`src/lcd_instr_pkg.sv`:
```
// Purpose: constants for the display instruction executor
// Assumes: 250 MHz system clock, AXI4-Lite register access
// Notes: instruction opcodes are identified by their leading one
package lcd_instr_pkg;
   localparam int CLK_MHZ = 250;
   localparam int EXEC_SHORT_US = 39;
   localparam int EXEC_LONG_US = 1530;
   localparam int BLINK_MS = 370;
   localparam int EXEC_SHORT_CYC = EXEC_SHORT_US * CLK_MHZ;
   localparam int EXEC_LONG_CYC = EXEC_LONG_US * CLK_MHZ;
   localparam int BLINK_CYC = BLINK_MS * 1000 * CLK_MHZ;
   localparam logic [7:0] SPACE_CODE = 8'h20;
   localparam logic [6:0] HOME_ADDR = 7'h00;
   localparam int LINE_LEN_TWO = 40;
   localparam int LINE_LEN_FOUR = 20;
   localparam logic [6:0] LINE2_BASE = 7'h40;
   localparam logic [6:0] LINE4_STEP = 7'h20;
   // Register byte offsets
   localparam logic [7:0] OFS_INSTR = 8'h00;
   localparam logic [7:0] OFS_STATUS = 8'h04;
   localparam logic [7:0] OFS_CTRL = 8'h08;
   localparam logic [7:0] OFS_ACCESS = 8'h0c;
   localparam logic [7:0] OFS_SHIFT = 8'h10;
   // Control register fields
   localparam int CTRL_EXT_BIT = 0;
   localparam int CTRL_ISET_BIT = 1;
   localparam int CTRL_TWO_LINE_BIT = 2;
   localparam int CTRL_DH_BIT = 3;
   // Access register fields: bit 0 write, bits 2:1 ram select
   localparam logic [1:0] RAM_TEXT = 2'h0;
   localparam logic [1:0] RAM_GLYPH = 2'h1;
   localparam logic [1:0] RAM_ICON = 2'h2;
   localparam logic [1:0] AXI_OKAY = 2'h0;
   localparam logic [1:0] AXI_SLVERR = 2'h2;
endpackage

```
`src/lcd_display_instruction_executor.sv`:
```
// Purpose: executes display-control instructions of a character LCD controller
// Assumes: instructions and RAM access events arrive over AXI4-Lite
// Notes: text RAM clear is a counted sweep, one location per cycle
`timescale 1ns/10ps
module lcd_display_instruction_executor
   import lcd_instr_pkg::*;
#(
   parameter int EXEC_SHORT = EXEC_SHORT_CYC,
   parameter int EXEC_LONG = EXEC_LONG_CYC,
   parameter int BLINK_PERIOD = BLINK_CYC
)
(
   input wire logic clk_sys,
   input wire logic rst,
   input wire logic [7:0] s_axi_awaddr,
   input wire logic s_axi_awvalid,
   output logic s_axi_awready,
   input wire logic [31:0] s_axi_wdata,
   input wire logic [3:0] s_axi_wstrb,
   input wire logic s_axi_wvalid,
   output logic s_axi_wready,
   output logic [1:0] s_axi_bresp,
   output logic s_axi_bvalid,
   input wire logic s_axi_bready,
   input wire logic [7:0] s_axi_araddr,
   input wire logic s_axi_arvalid,
   output logic s_axi_arready,
   output logic [31:0] s_axi_rdata,
   output logic [1:0] s_axi_rresp,
   output logic s_axi_rvalid,
   input wire logic s_axi_rready,
   output logic text_ram_we,
   output logic [6:0] text_ram_addr,
   output logic [7:0] text_ram_wdata,
   output logic all_outputs_supply,
   output logic converter_enable,
   output logic ext_data_out,
   output logic ext_frame_out,
   output logic display_blank,
   output logic cursor_visible,
   output logic cursor_cell_all_on,
   output logic cursor_cell_invert,
   output logic segment_order_reverse,
   output logic font_width_six,
   output logic [2:0] glyph_msb_col,
   output logic four_line_mode
);

   typedef enum logic [1:0] {
      ST_IDLE = 2'b00,
      ST_EXEC = 2'b01,
      ST_CLEAR = 2'b10
   } exec_state_e;

   typedef struct packed {
      exec_state_e st;
      logic [31:0] cnt;
      logic [31:0] blink_cnt;
      logic blink_phase;
      logic [6:0] address_counter;
      logic [6:0] clr_addr;
      logic clr_we;
      logic inc_dir;
      logic shift_on_write;
      logic power_down_enable;
      logic seg_rev;
      logic disp_on;
      logic cursor_on;
      logic blink_on;
      logic font6;
      logic invert_en;
      logic four_line;
      logic [3:0] line_scroll_enable;
      logic [3:0] line_shift_enable;
      logic [3:0][5:0] shift_amt;
      logic extension_register_select;
      logic instruction_set_select;
      logic two_line;
      logic shift_scroll_select;
      logic aw_got;
      logic w_got;
      logic [7:0] aw_addr;
      logic [31:0] w_data;
      logic w_strb0;
      logic bvalid;
      logic [1:0] bresp;
      logic rvalid;
      logic [31:0] rdata;
      logic [1:0] rresp;
   } exec_s;

   exec_s q, d;

   // Six fifths stretch when wide font is on
   function automatic logic [31:0] exec_time(input logic [31:0] base, input logic wide);
      exec_time = wide ? (base * 32'd6) / 32'd5 : base;
   endfunction

   // Address step with line wrap at visible line end
   function automatic logic [6:0] step_addr(input logic [6:0] a, input logic up,
                                            input logic four, input logic two);
      logic [6:0] base;
      logic [6:0] off;
      logic [6:0] len;
      base = four ? (a & 7'h60) : (two ? (a & LINE2_BASE) : 7'h00);
      off = a - base;
      len = four ? 7'(LINE_LEN_FOUR) : (two ? 7'(LINE_LEN_TWO) : 7'd80);
      if (up)
         step_addr = (off == len - 7'd1) ? (four ? 7'(base + LINE4_STEP) : (base ^ LINE2_BASE))
                                           & (four ? 7'h7f : (two ? 7'h40 : 7'h00))
                                         : 7'(a + 7'd1);
      else
         step_addr = (off == 7'd0) ? 7'((four ? 7'(base - LINE4_STEP) : (base ^ LINE2_BASE))
                                        + len - 7'd1) & (two || four ? 7'h7f : 7'h7f)
                                   : 7'(a - 7'd1);
      if (!four && !two && !up && a == 7'd0)
         step_addr = 7'd79;
      if (!four && !two && up && a == 7'd79)
         step_addr = 7'd0;
   endfunction

   logic wr_fire;
   logic [7:0] instr;
   logic [3:0] lead;

   always_comb
   begin
      wr_fire = q.aw_got && q.w_got && !q.bvalid;
      instr = q.w_data[7:0];
      lead = 4'd0;
      for (int i = 0; i < 8; i++)
         if (instr[i])
            lead = 4'(i + 1);
   end

   always_comb
   begin
      d = q;
      d.clr_we = 1'b0;
      if (!q.aw_got && s_axi_awvalid)
      begin
         d.aw_got = 1'b1;
         d.aw_addr = s_axi_awaddr;
      end
      if (!q.w_got && s_axi_wvalid)
      begin
         d.w_got = 1'b1;
         d.w_data = s_axi_wdata;
         d.w_strb0 = s_axi_wstrb[0];
      end
      if (q.bvalid && s_axi_bready)
         d.bvalid = 1'b0;
      if (q.rvalid && s_axi_rready)
         d.rvalid = 1'b0;
      // Periodic blink / inversion phase
      if (q.blink_cnt >= 32'(BLINK_PERIOD - 1))
      begin
         d.blink_cnt = 32'd0;
         d.blink_phase = !q.blink_phase;
      end
      else
         d.blink_cnt = q.blink_cnt + 32'd1;
      case (q.st)
         ST_EXEC:
            if (q.cnt <= 32'd1)
               d.st = ST_IDLE;
            else
               d.cnt = q.cnt - 32'd1;
         ST_CLEAR:
         begin
            d.clr_we = 1'b1;
            d.clr_addr = 7'(q.clr_addr + 7'd1);
            if (q.clr_addr == 7'h7f)
               d.st = ST_EXEC;
            if (q.cnt > 32'd1)
               d.cnt = q.cnt - 32'd1;
         end
         default:
            ;
      endcase
      if (wr_fire)
      begin
         d.aw_got = 1'b0;
         d.w_got = 1'b0;
         d.bvalid = 1'b1;
         d.bresp = AXI_OKAY;
         if (q.aw_addr == OFS_INSTR && q.st == ST_IDLE && q.w_strb0)
         begin
            d.st = ST_EXEC;
            d.cnt = exec_time(32'(EXEC_SHORT), q.font6);
            case (lead)
               4'd1:
               begin
                  d.address_counter = HOME_ADDR;
                  d.inc_dir = 1'b1;
                  for (int i = 0; i < 4; i++)
                     d.shift_amt[i] = 6'd0;
                  d.clr_addr = 7'd0;
                  d.st = ST_CLEAR;
                  d.cnt = exec_time(32'(EXEC_LONG), q.font6);
               end
               4'd2:
                  if (q.extension_register_select)
                     d.power_down_enable = instr[0];
                  else
                  begin
                     d.address_counter = HOME_ADDR;
                     for (int i = 0; i < 4; i++)
                        d.shift_amt[i] = 6'd0;
                     d.cnt = exec_time(32'(EXEC_LONG), q.font6);
                  end
               4'd3:
                  if (q.extension_register_select)
                     d.seg_rev = instr[0];
                  else
                  begin
                     d.inc_dir = instr[1];
                     d.shift_on_write = instr[0];
                  end
               4'd4:
                  if (q.extension_register_select)
                  begin
                     d.font6 = instr[2];
                     d.invert_en = instr[1];
                     d.four_line = instr[0];
                  end
                  else
                  begin
                     d.disp_on = instr[2];
                     d.cursor_on = instr[1];
                     d.blink_on = instr[0];
                  end
               4'd5:
                  if (q.extension_register_select)
                  begin
                     if (q.shift_scroll_select)
                        d.line_shift_enable = instr[3:0];
                     else
                        d.line_scroll_enable = instr[3:0];
                  end
                  else if (!instr[3])
                     d.address_counter = step_addr(q.address_counter, instr[2],
                                                   q.four_line, q.two_line);
                  else
                     for (int i = 0; i < 4; i++)
                        if (q.shift_scroll_select && q.line_shift_enable[i])
                           d.shift_amt[i] = instr[2] ? 6'(q.shift_amt[i] - 6'd1)
                                                     : 6'(q.shift_amt[i] + 6'd1);
               default:
                  ;
            endcase
         end
         else if (q.aw_addr == OFS_CTRL)
         begin
            d.extension_register_select = q.w_data[CTRL_EXT_BIT];
            d.instruction_set_select = q.w_data[CTRL_ISET_BIT];
            d.two_line = q.w_data[CTRL_TWO_LINE_BIT];
            if (q.w_data[CTRL_ISET_BIT])
               d.shift_scroll_select = q.w_data[CTRL_DH_BIT];
         end
         else if (q.aw_addr == OFS_ACCESS && q.st == ST_IDLE)
         begin
            d.address_counter = q.inc_dir ? 7'(q.address_counter + 7'd1)
                                          : 7'(q.address_counter - 7'd1);
            if (q.w_data[0] && q.shift_on_write && q.w_data[2:1] == RAM_TEXT)
               for (int i = 0; i < 4; i++)
                  if (q.line_shift_enable[i])
                     d.shift_amt[i] = q.inc_dir ? 6'(q.shift_amt[i] + 6'd1)
                                                : 6'(q.shift_amt[i] - 6'd1);
            d.st = ST_EXEC;
            d.cnt = exec_time(32'(EXEC_SHORT), q.font6);
         end
         else if (q.aw_addr == OFS_INSTR || q.aw_addr == OFS_ACCESS)
            d.bresp = AXI_SLVERR;
         else
            d.bresp = AXI_SLVERR;
      end
      if (s_axi_arvalid && !q.rvalid)
      begin
         d.rvalid = 1'b1;
         d.rresp = AXI_OKAY;
         case (s_axi_araddr)
            OFS_STATUS: d.rdata = {22'h0, q.power_down_enable, q.inc_dir,
                                   q.st != ST_IDLE, q.address_counter};
            OFS_CTRL: d.rdata = {28'h0, q.shift_scroll_select, q.two_line,
                                 q.instruction_set_select, q.extension_register_select};
            OFS_SHIFT: d.rdata = {q.shift_amt[3], q.shift_amt[2], 2'h0,
                                  q.shift_amt[1], 2'h0, q.shift_amt[0],
                                  q.line_scroll_enable};
            default:
            begin
               d.rdata = 32'h0;
               d.rresp = AXI_SLVERR;
            end
         endcase
      end
   end

   always_ff @(posedge clk_sys)
   begin
      if (rst)
      begin
         q <= '0;
         q.inc_dir <= 1'b1;
         q.instruction_set_select <= 1'b1;
      end
      else
         q <= d;
   end

   assign s_axi_awready = !q.aw_got;
   assign s_axi_wready = !q.w_got;
   assign s_axi_bvalid = q.bvalid;
   assign s_axi_bresp = q.bresp;
   assign s_axi_arready = !q.rvalid;
   assign s_axi_rvalid = q.rvalid;
   assign s_axi_rdata = q.rdata;
   assign s_axi_rresp = q.rresp;
   assign text_ram_we = q.clr_we;
   assign text_ram_addr = q.clr_addr - 7'd1;
   assign text_ram_wdata = SPACE_CODE;
   assign all_outputs_supply = q.power_down_enable;
   assign converter_enable = !q.power_down_enable;
   assign ext_data_out = q.power_down_enable;
   assign ext_frame_out = 1'b0;
   assign display_blank = !q.disp_on || q.power_down_enable;
   assign cursor_visible = q.cursor_on && !q.invert_en;
   assign cursor_cell_all_on = q.cursor_on && q.blink_on && !q.invert_en
                               && q.blink_phase;
   assign cursor_cell_invert = q.invert_en && q.blink_phase;
   assign segment_order_reverse = q.seg_rev;
   assign font_width_six = q.font6;
   assign glyph_msb_col = q.font6 ? 3'd5 : 3'd4;
   assign four_line_mode = q.four_line;

   a_busy_hold: assert property (@(posedge clk_sys) disable iff (rst)
      (q.st == ST_EXEC && q.cnt > 32'd1) |=> q.st != ST_IDLE)
      else $error("busy dropped early");
   a_clear_dir: assert property (@(posedge clk_sys) disable iff (rst)
      (q.st == ST_CLEAR) |-> q.inc_dir && q.address_counter == HOME_ADDR)
      else $error("clear state wrong");
   a_pd_ext: assert property (@(posedge clk_sys) disable iff (rst)
      q.power_down_enable |-> ext_data_out && !ext_frame_out && !converter_enable)
      else $error("power down outputs wrong");
   a_dh_guard: assert property (@(posedge clk_sys) disable iff (rst)
      !(wr_fire && q.aw_addr == OFS_CTRL && q.w_data[CTRL_ISET_BIT])
      |=> $stable(q.shift_scroll_select))
      else $error("shift select changed");
   a_inv_over: assert property (@(posedge clk_sys) disable iff (rst)
      q.invert_en |-> !cursor_cell_all_on && !cursor_visible)
      else $error("cursor shown in inversion");
   a_glyph_col: assert property (@(posedge clk_sys) disable iff (rst)
      font_width_six |-> glyph_msb_col == 3'd5)
      else $error("glyph column wrong");
   a_access_step: assert property (@(posedge clk_sys) disable iff (rst)
      (wr_fire && q.aw_addr == OFS_ACCESS && q.st == ST_IDLE && q.inc_dir)
      |=> q.address_counter == 7'($past(q.address_counter) + 7'd1))
      else $error("address step wrong");
   a_seg_order: assert property (@(posedge clk_sys) disable iff (rst)
      segment_order_reverse == q.seg_rev)
      else $error("segment order wrong");
   c_clear: cover property (@(posedge clk_sys) q.st == ST_CLEAR);
   c_pd: cover property (@(posedge clk_sys) q.power_down_enable);
   c_shift: cover property (@(posedge clk_sys) q.shift_amt[0] != 6'd0);
endmodule

```
`config.mk`:
```
export PLATFORM = sky130hd
export DESIGN_NAME = lcd_display_instruction_executor
export DESIGN_NICKNAME = d
export VERILOG_FILES = /design/src/lcd_instr_pkg.sv /design/src/lcd_display_instruction_executor.sv
export SDC_FILE = /design/constraint.sdc
export NUM_CORES = 1
export LEC_CHECK = 0
export BUFFER_PORTS_ARGS = -buffer_cell sky130_fd_sc_hd__buf_4
export CAP_MARGIN = 20
export CORE_MARGIN = 3
export CORE_UTILIZATION = 47
export CTS_CLUSTER_DIAMETER = 50
export DETAILED_ROUTE_END_ITERATION = 6
export GPL_TIMING_DRIVEN = 0
export PLACE_DENSITY = 0.7
export SLEW_MARGIN = 20
export SYNTH_ARGS = -nofsm -noshare
export SYNTH_HDL_FRONTEND = slang
export SYNTH_SLANG_ARGS = --single-unit
```
`constraint.sdc`:
```
create_clock -name clk_sys -period 2.3 [get_ports clk_sys]
set_clock_uncertainty 0.2 [all_clocks]
set_input_delay 0.46 -clock clk_sys [delete_from_list [all_inputs] [get_ports clk_sys]]
set_output_delay 0.46 -clock clk_sys [all_outputs]
set_load 0.01 [all_outputs]
```
==> key figures, run 1 <==
Flow run
  • Max Cap Viol: 0

Drt
  • Via count: roughly 10000
  • Via density: slightly below 6
  • Routed WL per cell: around 18 µm
  • Post-route ant nets: 0
  • First-pass DRT Iterations: 6
  • Drc violations: 0
  • Iteration-0 DRC count of the detailed router: 803
  • WL final: 31500 µm

Power and ir drop
  • PD cells: about 520 mW/mm²
  • Overall power: between 7 and 8 mW
  • P_leak: between 5 and 6 nW
  • Peak supply drop: about 0.00047 V

Clock network
  • Root buf cell: clkbuf_16
  • CTS buffer count: 17
  • Clk Latency, worst-skew pair: 0.45 ns
  • Clk buf depth: 2
  • Clk pin slew, worst setup/hold paths: 0.09 ns
  • Clk sinks: around 180
  • H-tree Lvls: 4
  • CTS tree: done

Yosys
  • Synth unique cells: 85
  • Syn_area_per_cell: about 8 µm²
  • Top cell type's share of synthesized area: between 30% and 40%
  • Synth Flop Type: dfxtp_1
  • Mapped Area: a little over 0.01 mm²
  • Post-Syn Instances: approximately 1200
  • Yosys reg bits: between 150 and 200
  • Synth top area cells: dfxtp_1 (35%), nor2_1 (5.9%), mux2i_1 (4.5%)
  • Cell taking the most area after synthesis: dfxtp_1
  • Synth top cells by count: dfxtp_1 (179), nor2_1 (158), nand2_1 (101), a21oi_1 (67), clkbuf_1 (63)
  • Ys async rst share: 0%
  • Yosys warning count: 0
  • Seq/Total Area, Yosys: between 30% and 40%
  • Most numerous cell in the Yosys netlist: dfxtp_1
  • Post-synth EDFFs: 0

Global route
  • Remaining Overflow, GRT: 0
  • Largest net degree at the start of global routing: 23
  • First-pass GRT wire length: 47600 µm
  • Vias in the first global route: slightly above 9000
  • Total Routing Usage GR: ~25%
  • Initial antenna violation count: 0

Critical path
  • Worst-path cell chain: or4_4 > buf_6 > buf_6 > nor3_4 > o21ai_4 > and3_4 > buf_12 > buf_8 > buf_6 > a311oi_2
  • Crit path max fanout: 6
  • Most used cell, CP: buf_6
  • Worst stage delay on the critical path: between 0.5 and 0.6 ns
  • Critical path required time: about 2.5 ns
  • Crit path max-delay family: simple AND/OR/NAND/NOR gates
  • Critical Path Sink Type: flop
  • Crit-path slowest cell: or4_4
  • CP Launch Type: flop
  • CP arrival: ~2.8 ns
  • Setup Crit Path Kind: reg2reg
  • Bufs and invs on worst path: 5

Placed design
  • Final GP Congestion: a little over 0.9
  • Port-buffer cells: 84
  • Post-DP HPWL: roughly 20000 µm

Timing
  • Worst hold slack: 0.0527 ns
  • Final slew viol count: 0
  • Slew Limit Headroom: a little under half
  • Final setup fails: 77
  • RSZ-0062 raised after global routing: yes
  • Final Hold Viols: 0
  • Final setup margin: -0.384 ns
  • Least-Margin Pin Slew: 0.814 ns
  • Min Tclk post-route: 2.68 ns
  • Max Clk Rate: ~0.37 GHz
  • Final clock period utilization by the worst path: 117%

Die
  • Die width: roughly 150 µm
  • I/O pin count: 130
  • # rows: between 50 and 60
  • Die height: 153 µm
  • Initial core utilization: 48.0%
  • Core area: around 0.021 mm²
  • DIE AREA: around 0.023 mm²

Finish
  • Top reg by flops: q
  • Total Nets Final: roughly 1500
  • Fillers: 1704
  • Max FFs per register: roughly 130
  • Ratio of cells with drive above 1 in the final layout: about a third
  • Area growth from synthesis to layout: 35.4%
  • Antenna diodes: 0

Run status
  • Violated checks: setup timing
  • Status: finished, violations left

Worst hold path
  • HP Class: in2reg
## repair_timing
| action | CTS | global route |
|---|---|---|
| hold buffers | 1 | 0 |
| setup buffers | 46 | 47 |
| cloned | 4 | 2 |
| pin swaps | 51 | 70 |
| hold endpoints to repair | 1 | 0 |
| endpoints found under the setup margin | 114 | 129 |
| gates resized for setup | 136 | 141 |
## area by class of cell
class	instances	area [µm²]	area share [%]
clock buffers	17	425	3.11
repair buffers	183	1540	11.2
multi-input cells	911	6620	48.3
flip-flops and latches	179	3620	26.4
plain buffers	121	821	5.99
inverters	30	119	0.868
well taps	275	344	2.51
clock inverters	15	209	1.53
## stage by stage
stage	std cells	TNS (ns)	worst slack, ns	util, %	area (µm²)
after floorplan	1255	-2.36	-0.143	-	10300
after global routing	1731	-17.01	-0.394	64.9	13700
after global placement	1614	-63.71	-0.794	53.6	11300
after CTS	1686	-8.80	-0.271	60.9	12800
final	1731	-13.16	-0.384	64.9	13700
after detailed placement	1614	-66.69	-0.813	53.6	11300
## cell usage in the layout (no fill, tap or decap), types with 19 or more instances in the layout
cell type and instances:
nand4_1 22, mux2i_1 45, nor2_1 138, nor3_1 40, buf_4 206, xor2_1 40, clkbuf_1 34, a21oi_1 53
conb_1 22, xnor2_1 34, nand3_1 44, inv_1 22, clkbuf_16 19, buf_6 21, dfxtp_1 161, nand2_1 92
## power by group
group / switching (mW) / leakage (nW) / internal [mW] / total, mW
Sequential: 0.0525 / 1.46 / 3.14 / 3.19
Combinational: 0.489 / 3.57 / 0.342 / 0.831
Clock: 1.58 / 0.307 / 1.53 / 3.11
Total: 2.13 / 5.33 / 5.01 / 7.14
## worst register-to-register path, delay by kind of cell (launching register included)
| family | cells | cell delay, ns |
|---|---|---|
| AO/OA/AOI/OAI | 2 | 0.36 |
| buffers and inverters | 5 | 0.64 |
| flip-flops | 1 | 0.33 |
| AND/OR/NAND/NOR | 3 | 1.06 |
## cell families after synthesis
| logic type | Yosys count | share of synthesized area [%] |
|---|---|---|
| DFF | 179 | 35.4 |
| other | 2 | 0.0743 |
| xor gates and xnor gates | 75 | 6.50 |
| muxes | 45 | 4.45 |
| adders and majority gates | 18 | 2.23 |
| AOI/OAI and AO/OA | 238 | 16.6 |
| buffers and inverters | 165 | 8.40 |
| and+or+nand+nor | 513 | 26.3 |
## per-layer routing
layer / GRT usage (%) / wire length [µm] / part of all wire, %
met1: 33.5 / 13300 / 42
met2: 39.2 / 14800 / 47
met3: 5.00 / 2470 / 7.8
met4: 7.81 / 918 / 2.9
met5: 0 / 0 / 0
## worst paths after layout
| check | start | to | slack, ns | depth (start not counted) |
|---|---|---|---|---|
| worst min register to register | q[143]$_SDFF_PP0_ | q[143]$_SDFF_PP0_ | 0.24 | 1 |
| worst max-delay path | q[75]$_SDFFE_PP0P_ | q[88]$_SDFFE_PP0P_ | -0.38 | 10 |
| worst max register to register | q[75]$_SDFFE_PP0P_ | q[88]$_SDFFE_PP0P_ | -0.38 | 10 |
| worst min-delay path | s_axi_awaddr[5] | q[76]$_SDFFE_PP0P_ | 0.05 | 3 |
(Power assumes the default switching activity.)
==> run 2, diff against run 1 <==
--- a/config.mk
+++ b/config.mk
@@ -5,14 +5,15 @@
 export SDC_FILE = /design/constraint.sdc
 export NUM_CORES = 1
 export LEC_CHECK = 0
-export BUFFER_PORTS_ARGS = -buffer_cell sky130_fd_sc_hd__buf_4
+export BUFFER_PORTS_ARGS = -buffer_cell sky130_fd_sc_hd__buf_2
 export CAP_MARGIN = 20
 export CORE_MARGIN = 3
 export CORE_UTILIZATION = 47
+export CTS_BUF_LIST = sky130_fd_sc_hd__clkbuf_4 sky130_fd_sc_hd__clkbuf_8
 export CTS_CLUSTER_DIAMETER = 50
 export DETAILED_ROUTE_END_ITERATION = 6
 export GPL_TIMING_DRIVEN = 0
-export PLACE_DENSITY = 0.7
+export PLACE_DENSITY = 0.67
 export SLEW_MARGIN = 20
 export SYNTH_ARGS = -nofsm -noshare
 export SYNTH_HDL_FRONTEND = slang
==> constraint.sdc (replaced) <==
create_clock -name clk_sys -period 2.5 [get_ports clk_sys]
set_clock_uncertainty 0.2 [all_clocks]
set_input_delay 0.5 -clock clk_sys [delete_from_list [all_inputs] [get_ports clk_sys]]
set_output_delay 0.5 -clock clk_sys [all_outputs]
set_load 0.01 [all_outputs]
==> run 2 against run 1 <==
The flow still finishes with violations (setup timing). Clock power is 30% lower. Register-to-register slack better by 0.30 ns. First-iteration DRC count is 17% higher. Clock-buffer cell count stayed put. Flip-flop and latch count stayed put. Critical path type unchanged. Critical endpoint is now q[92]$_SDFFE_PP0P_. Highest routed layer unchanged.
==> key figures, run 2 (synthesis results as in run 1) <==
Drt
  • First-pass DRT Iterations: 6 (unchanged)
  • Routed WL per cell: 17.5 µm (-3.9%)
  • Post-route ant nets: 0 (unchanged)
  • Iteration-0 DRC count of the detailed router: 942 (+17%)
  • Drc violations: 0 (unchanged)
  • WL final: 29400 µm (-6.7%)
  • Via density: 5.72 (-2.0%)
  • Via count: 9607 (-4.9%)

Critical path
  • Setup Crit Path Kind: reg2reg
  • Crit-path slowest cell: or4_4
  • Bufs and invs on worst path: 1 (-4)
  • Crit path max fanout: 6 (unchanged)
  • Worst stage delay on the critical path: 0.63 ns (+0.06 ns)
  • Setup crit start: q[76]$_SDFFE_PP0P_
  • Crit path max-delay family: simple AND/OR/NAND/NOR gates
  • Critical path required time: 2.73 ns (+0.28 ns)
  • Worst-path cell chain: or4_4 > or4_4 > a21o_1 > and3_4 > clkbuf_16 > nand2b_4 > a21oi_2
  • CP Launch Type: flop
  • Critical Path Sink Type: flop
  • CP arrival: 2.81 ns (-0.03 ns)
  • Reg-to-Reg Start: q[76]$_SDFFE_PP0P_
  • Most used cell, CP: or4_4

Clock network
  • Clk pin slew, worst setup/hold paths: 0.12 ns (+0.03 ns)
  • Clk Latency, worst-skew pair: 0.49 ns (+0.04 ns)
  • Root buf cell: clkbuf_8
  • CTS tree: done
  • CTS buffer count: 17 (unchanged)
  • H-tree Lvls: 4 (unchanged)
  • Clk sinks: 179 (unchanged)
  • Clk buf depth: 2 (unchanged)

Timing
  • Max Clk Rate: 0.387 GHz (+3.8%)
  • Min Tclk post-route: 2.59 ns (-0.0976 ns)
  • Final slew viol count: 0 (unchanged)
  • Final setup margin: -0.0861 ns (+0.298 ns)
  • Least-Margin Pin Slew: 1.06 ns (+0.247 ns)
  • Final Hold Viols: 0 (unchanged)
  • Final clock period utilization by the worst path: 103% (-13 points)
  • RSZ-0062 raised after global routing: yes
  • Final setup fails: 24 (-69%)
  • Total negative slack: -1.30 ns (+11.87 ns)
  • Slew Limit Headroom: 29.3% (-16 points)

Power and ir drop
  • Peak supply drop: 0.000330 V (-30%)
  • PD cells: 467 mW/mm² (-10%)
  • P_leak: 4.80 nW (-10%)

Finish
  • Commonest non-fill, non-tap cell in the layout: dfxtp_1
  • Design area: 0.0124 mm² (-9.4%)
  • Total Nets Final: 1469 (-3.4%)
  • Commonest non-fill, non-tap cells in the layout: dfxtp_1 (168), nor2_1 (148), nand2_1 (96), buf_2 (88), buf_4 (88)
  • Top reg by flops: q
  • Antenna diodes: 0 (unchanged)
  • Max FFs per register: 134 (unchanged)
  • Area growth from synthesis to layout: 22.7%
  • Ratio of cells with drive above 1 in the final layout: 26.8% (-7.3 points)

Run status
  • Status: finished, violations left
  • Violated checks: setup timing

Die
  • Die width: 153 µm (unchanged)
  • # rows: 53 (unchanged)
  • Core area: 0.0211 mm² (unchanged)
  • Initial core utilization: 48.0% (unchanged)
  • Die height: 153 µm (unchanged)
  • I/O pin count: 130 (unchanged)
  • DIE AREA: 0.0233 mm² (unchanged)

Worst hold path
  • HP Class: in2reg
  • Hold_sp: s_axi_wdata[6]

Global route
  • First-pass GRT wire length: 46200 µm (-2.9%)
  • Total Routing Usage GR: 23.9% (-0.68 points)
  • Largest net degree at the start of global routing: 23 (unchanged)
  • Initial antenna violation count: 0 (unchanged)
  • Remaining Overflow, GRT: 0 (unchanged)
  • Vias in the first global route: 8940 (-2.0%)

Flow run
  • Max Cap Viol: 0 (unchanged)

Placed design
  • Post-DP HPWL: 19800 µm (-1.2%)
  • Final GP Congestion: 0.925 (-0.56%)
  • Placed Instance Area: 0.0110 mm² (-2.9%)
  • Port-buffer cells: 84 (unchanged)
## run 2: cell types whose count changed in the layout (fill, tap and decap cells not counted), moves of 7 or more
cell       before  now
o21ai_0        12   23
buf_4         206   88
nor2_1        138  148
buf_6          21    3
clkbuf_8        2   17
buf_2           4   88
dfxtp_1       161  168
a21oi_2        16    7
clkbuf_16      19    4
## run 2: worst paths after layout
| kind | end | slack, ns | cells after the start |
|---|---|---|---|
| setup reg to reg | q[92]$_SDFFE_PP0P_ | -0.09 | 7 |
| hold / removal | instr[6]$_SDFFE_PP0P_ | 0.05 | 3 |
| setup / recovery | q[92]$_SDFFE_PP0P_ | -0.09 | 7 |
| hold reg to reg | s_axi_rdata[29]$_SDFFE_PP0P_ | 0.26 | 2 |
## run 2: what timing repair did
item | in CTS | in global routing
hold buffers | 1 | 0
endpoints found under the setup margin | 111 | 111
hold endpoints to repair | 1 | 0
pin swaps | 20 | 28
gates cloned | 1 | 4
resized for setup | 77 | 87
buffers inserted | 16 | 24
## run 2: where the power goes
| group | switching (mW) | internal, mW |
|---|---|---|
| logic | 0.404 | 0.260 |
| clock network | 1.37 | 0.817 |
| registers | 0.0489 | 2.89 |
## run 2: per-layer routing
metal | track usage (%) | up-vias | routed length [µm] | part of all wire, %
met5 | 0 | - | 0 | 0
met4 | 5.81 | 0 | 503 | 1.7
met3 | 4.83 | 46 | 1910 | 6.5
met2 | 37.4 | 351 | 13400 | 45
met1 | 34.0 | 4569 | 13600 | 46
li1 | - | 4641 | - | -
## run 2: final cells by class
class | count | area, µm²
well taps | 275 | 344
flip-flops and latches | 179 | 3600
clock inverters | 15 | 209
multi-input cells | 911 | 6260
inverters | 30 | 116
plain buffers | 123 | 762
clock buffers | 17 | 234
repair buffers | 130 | 878
fillers | 1953 | 8680
## run 2: stage by stage
step | std cells | setup WS, ns | util [%] | hold slack, ns | power [mW]
2_1_floorplan | 1255 | 0.0000369 | - | 0.230 | 3.38
3_3_place_gp | 1614 | -0.666 | 52.0 | 0.242 | 3.56
3_5_place_dp | 1614 | -0.683 | 52.0 | 0.246 | 3.56
4_1_cts | 1657 | -0.0614 | 56.1 | 0.0299 | 5.76
5_1_grt | 1680 | -0.150 | 58.8 | 0.0215 | 6.01
6_report | 1680 | -0.0861 | 58.8 | 0.0463 | 5.79
## run 2: worst register-to-register path, delay by kind of cell, from the launching register on
family | cells | cell delay (ns)
and+or+nand+nor | 4 | 1.47
AOI/OAI and AO/OA | 2 | 0.32
buffers and inverters | 1 | 0.17
DFF | 1 | 0.38
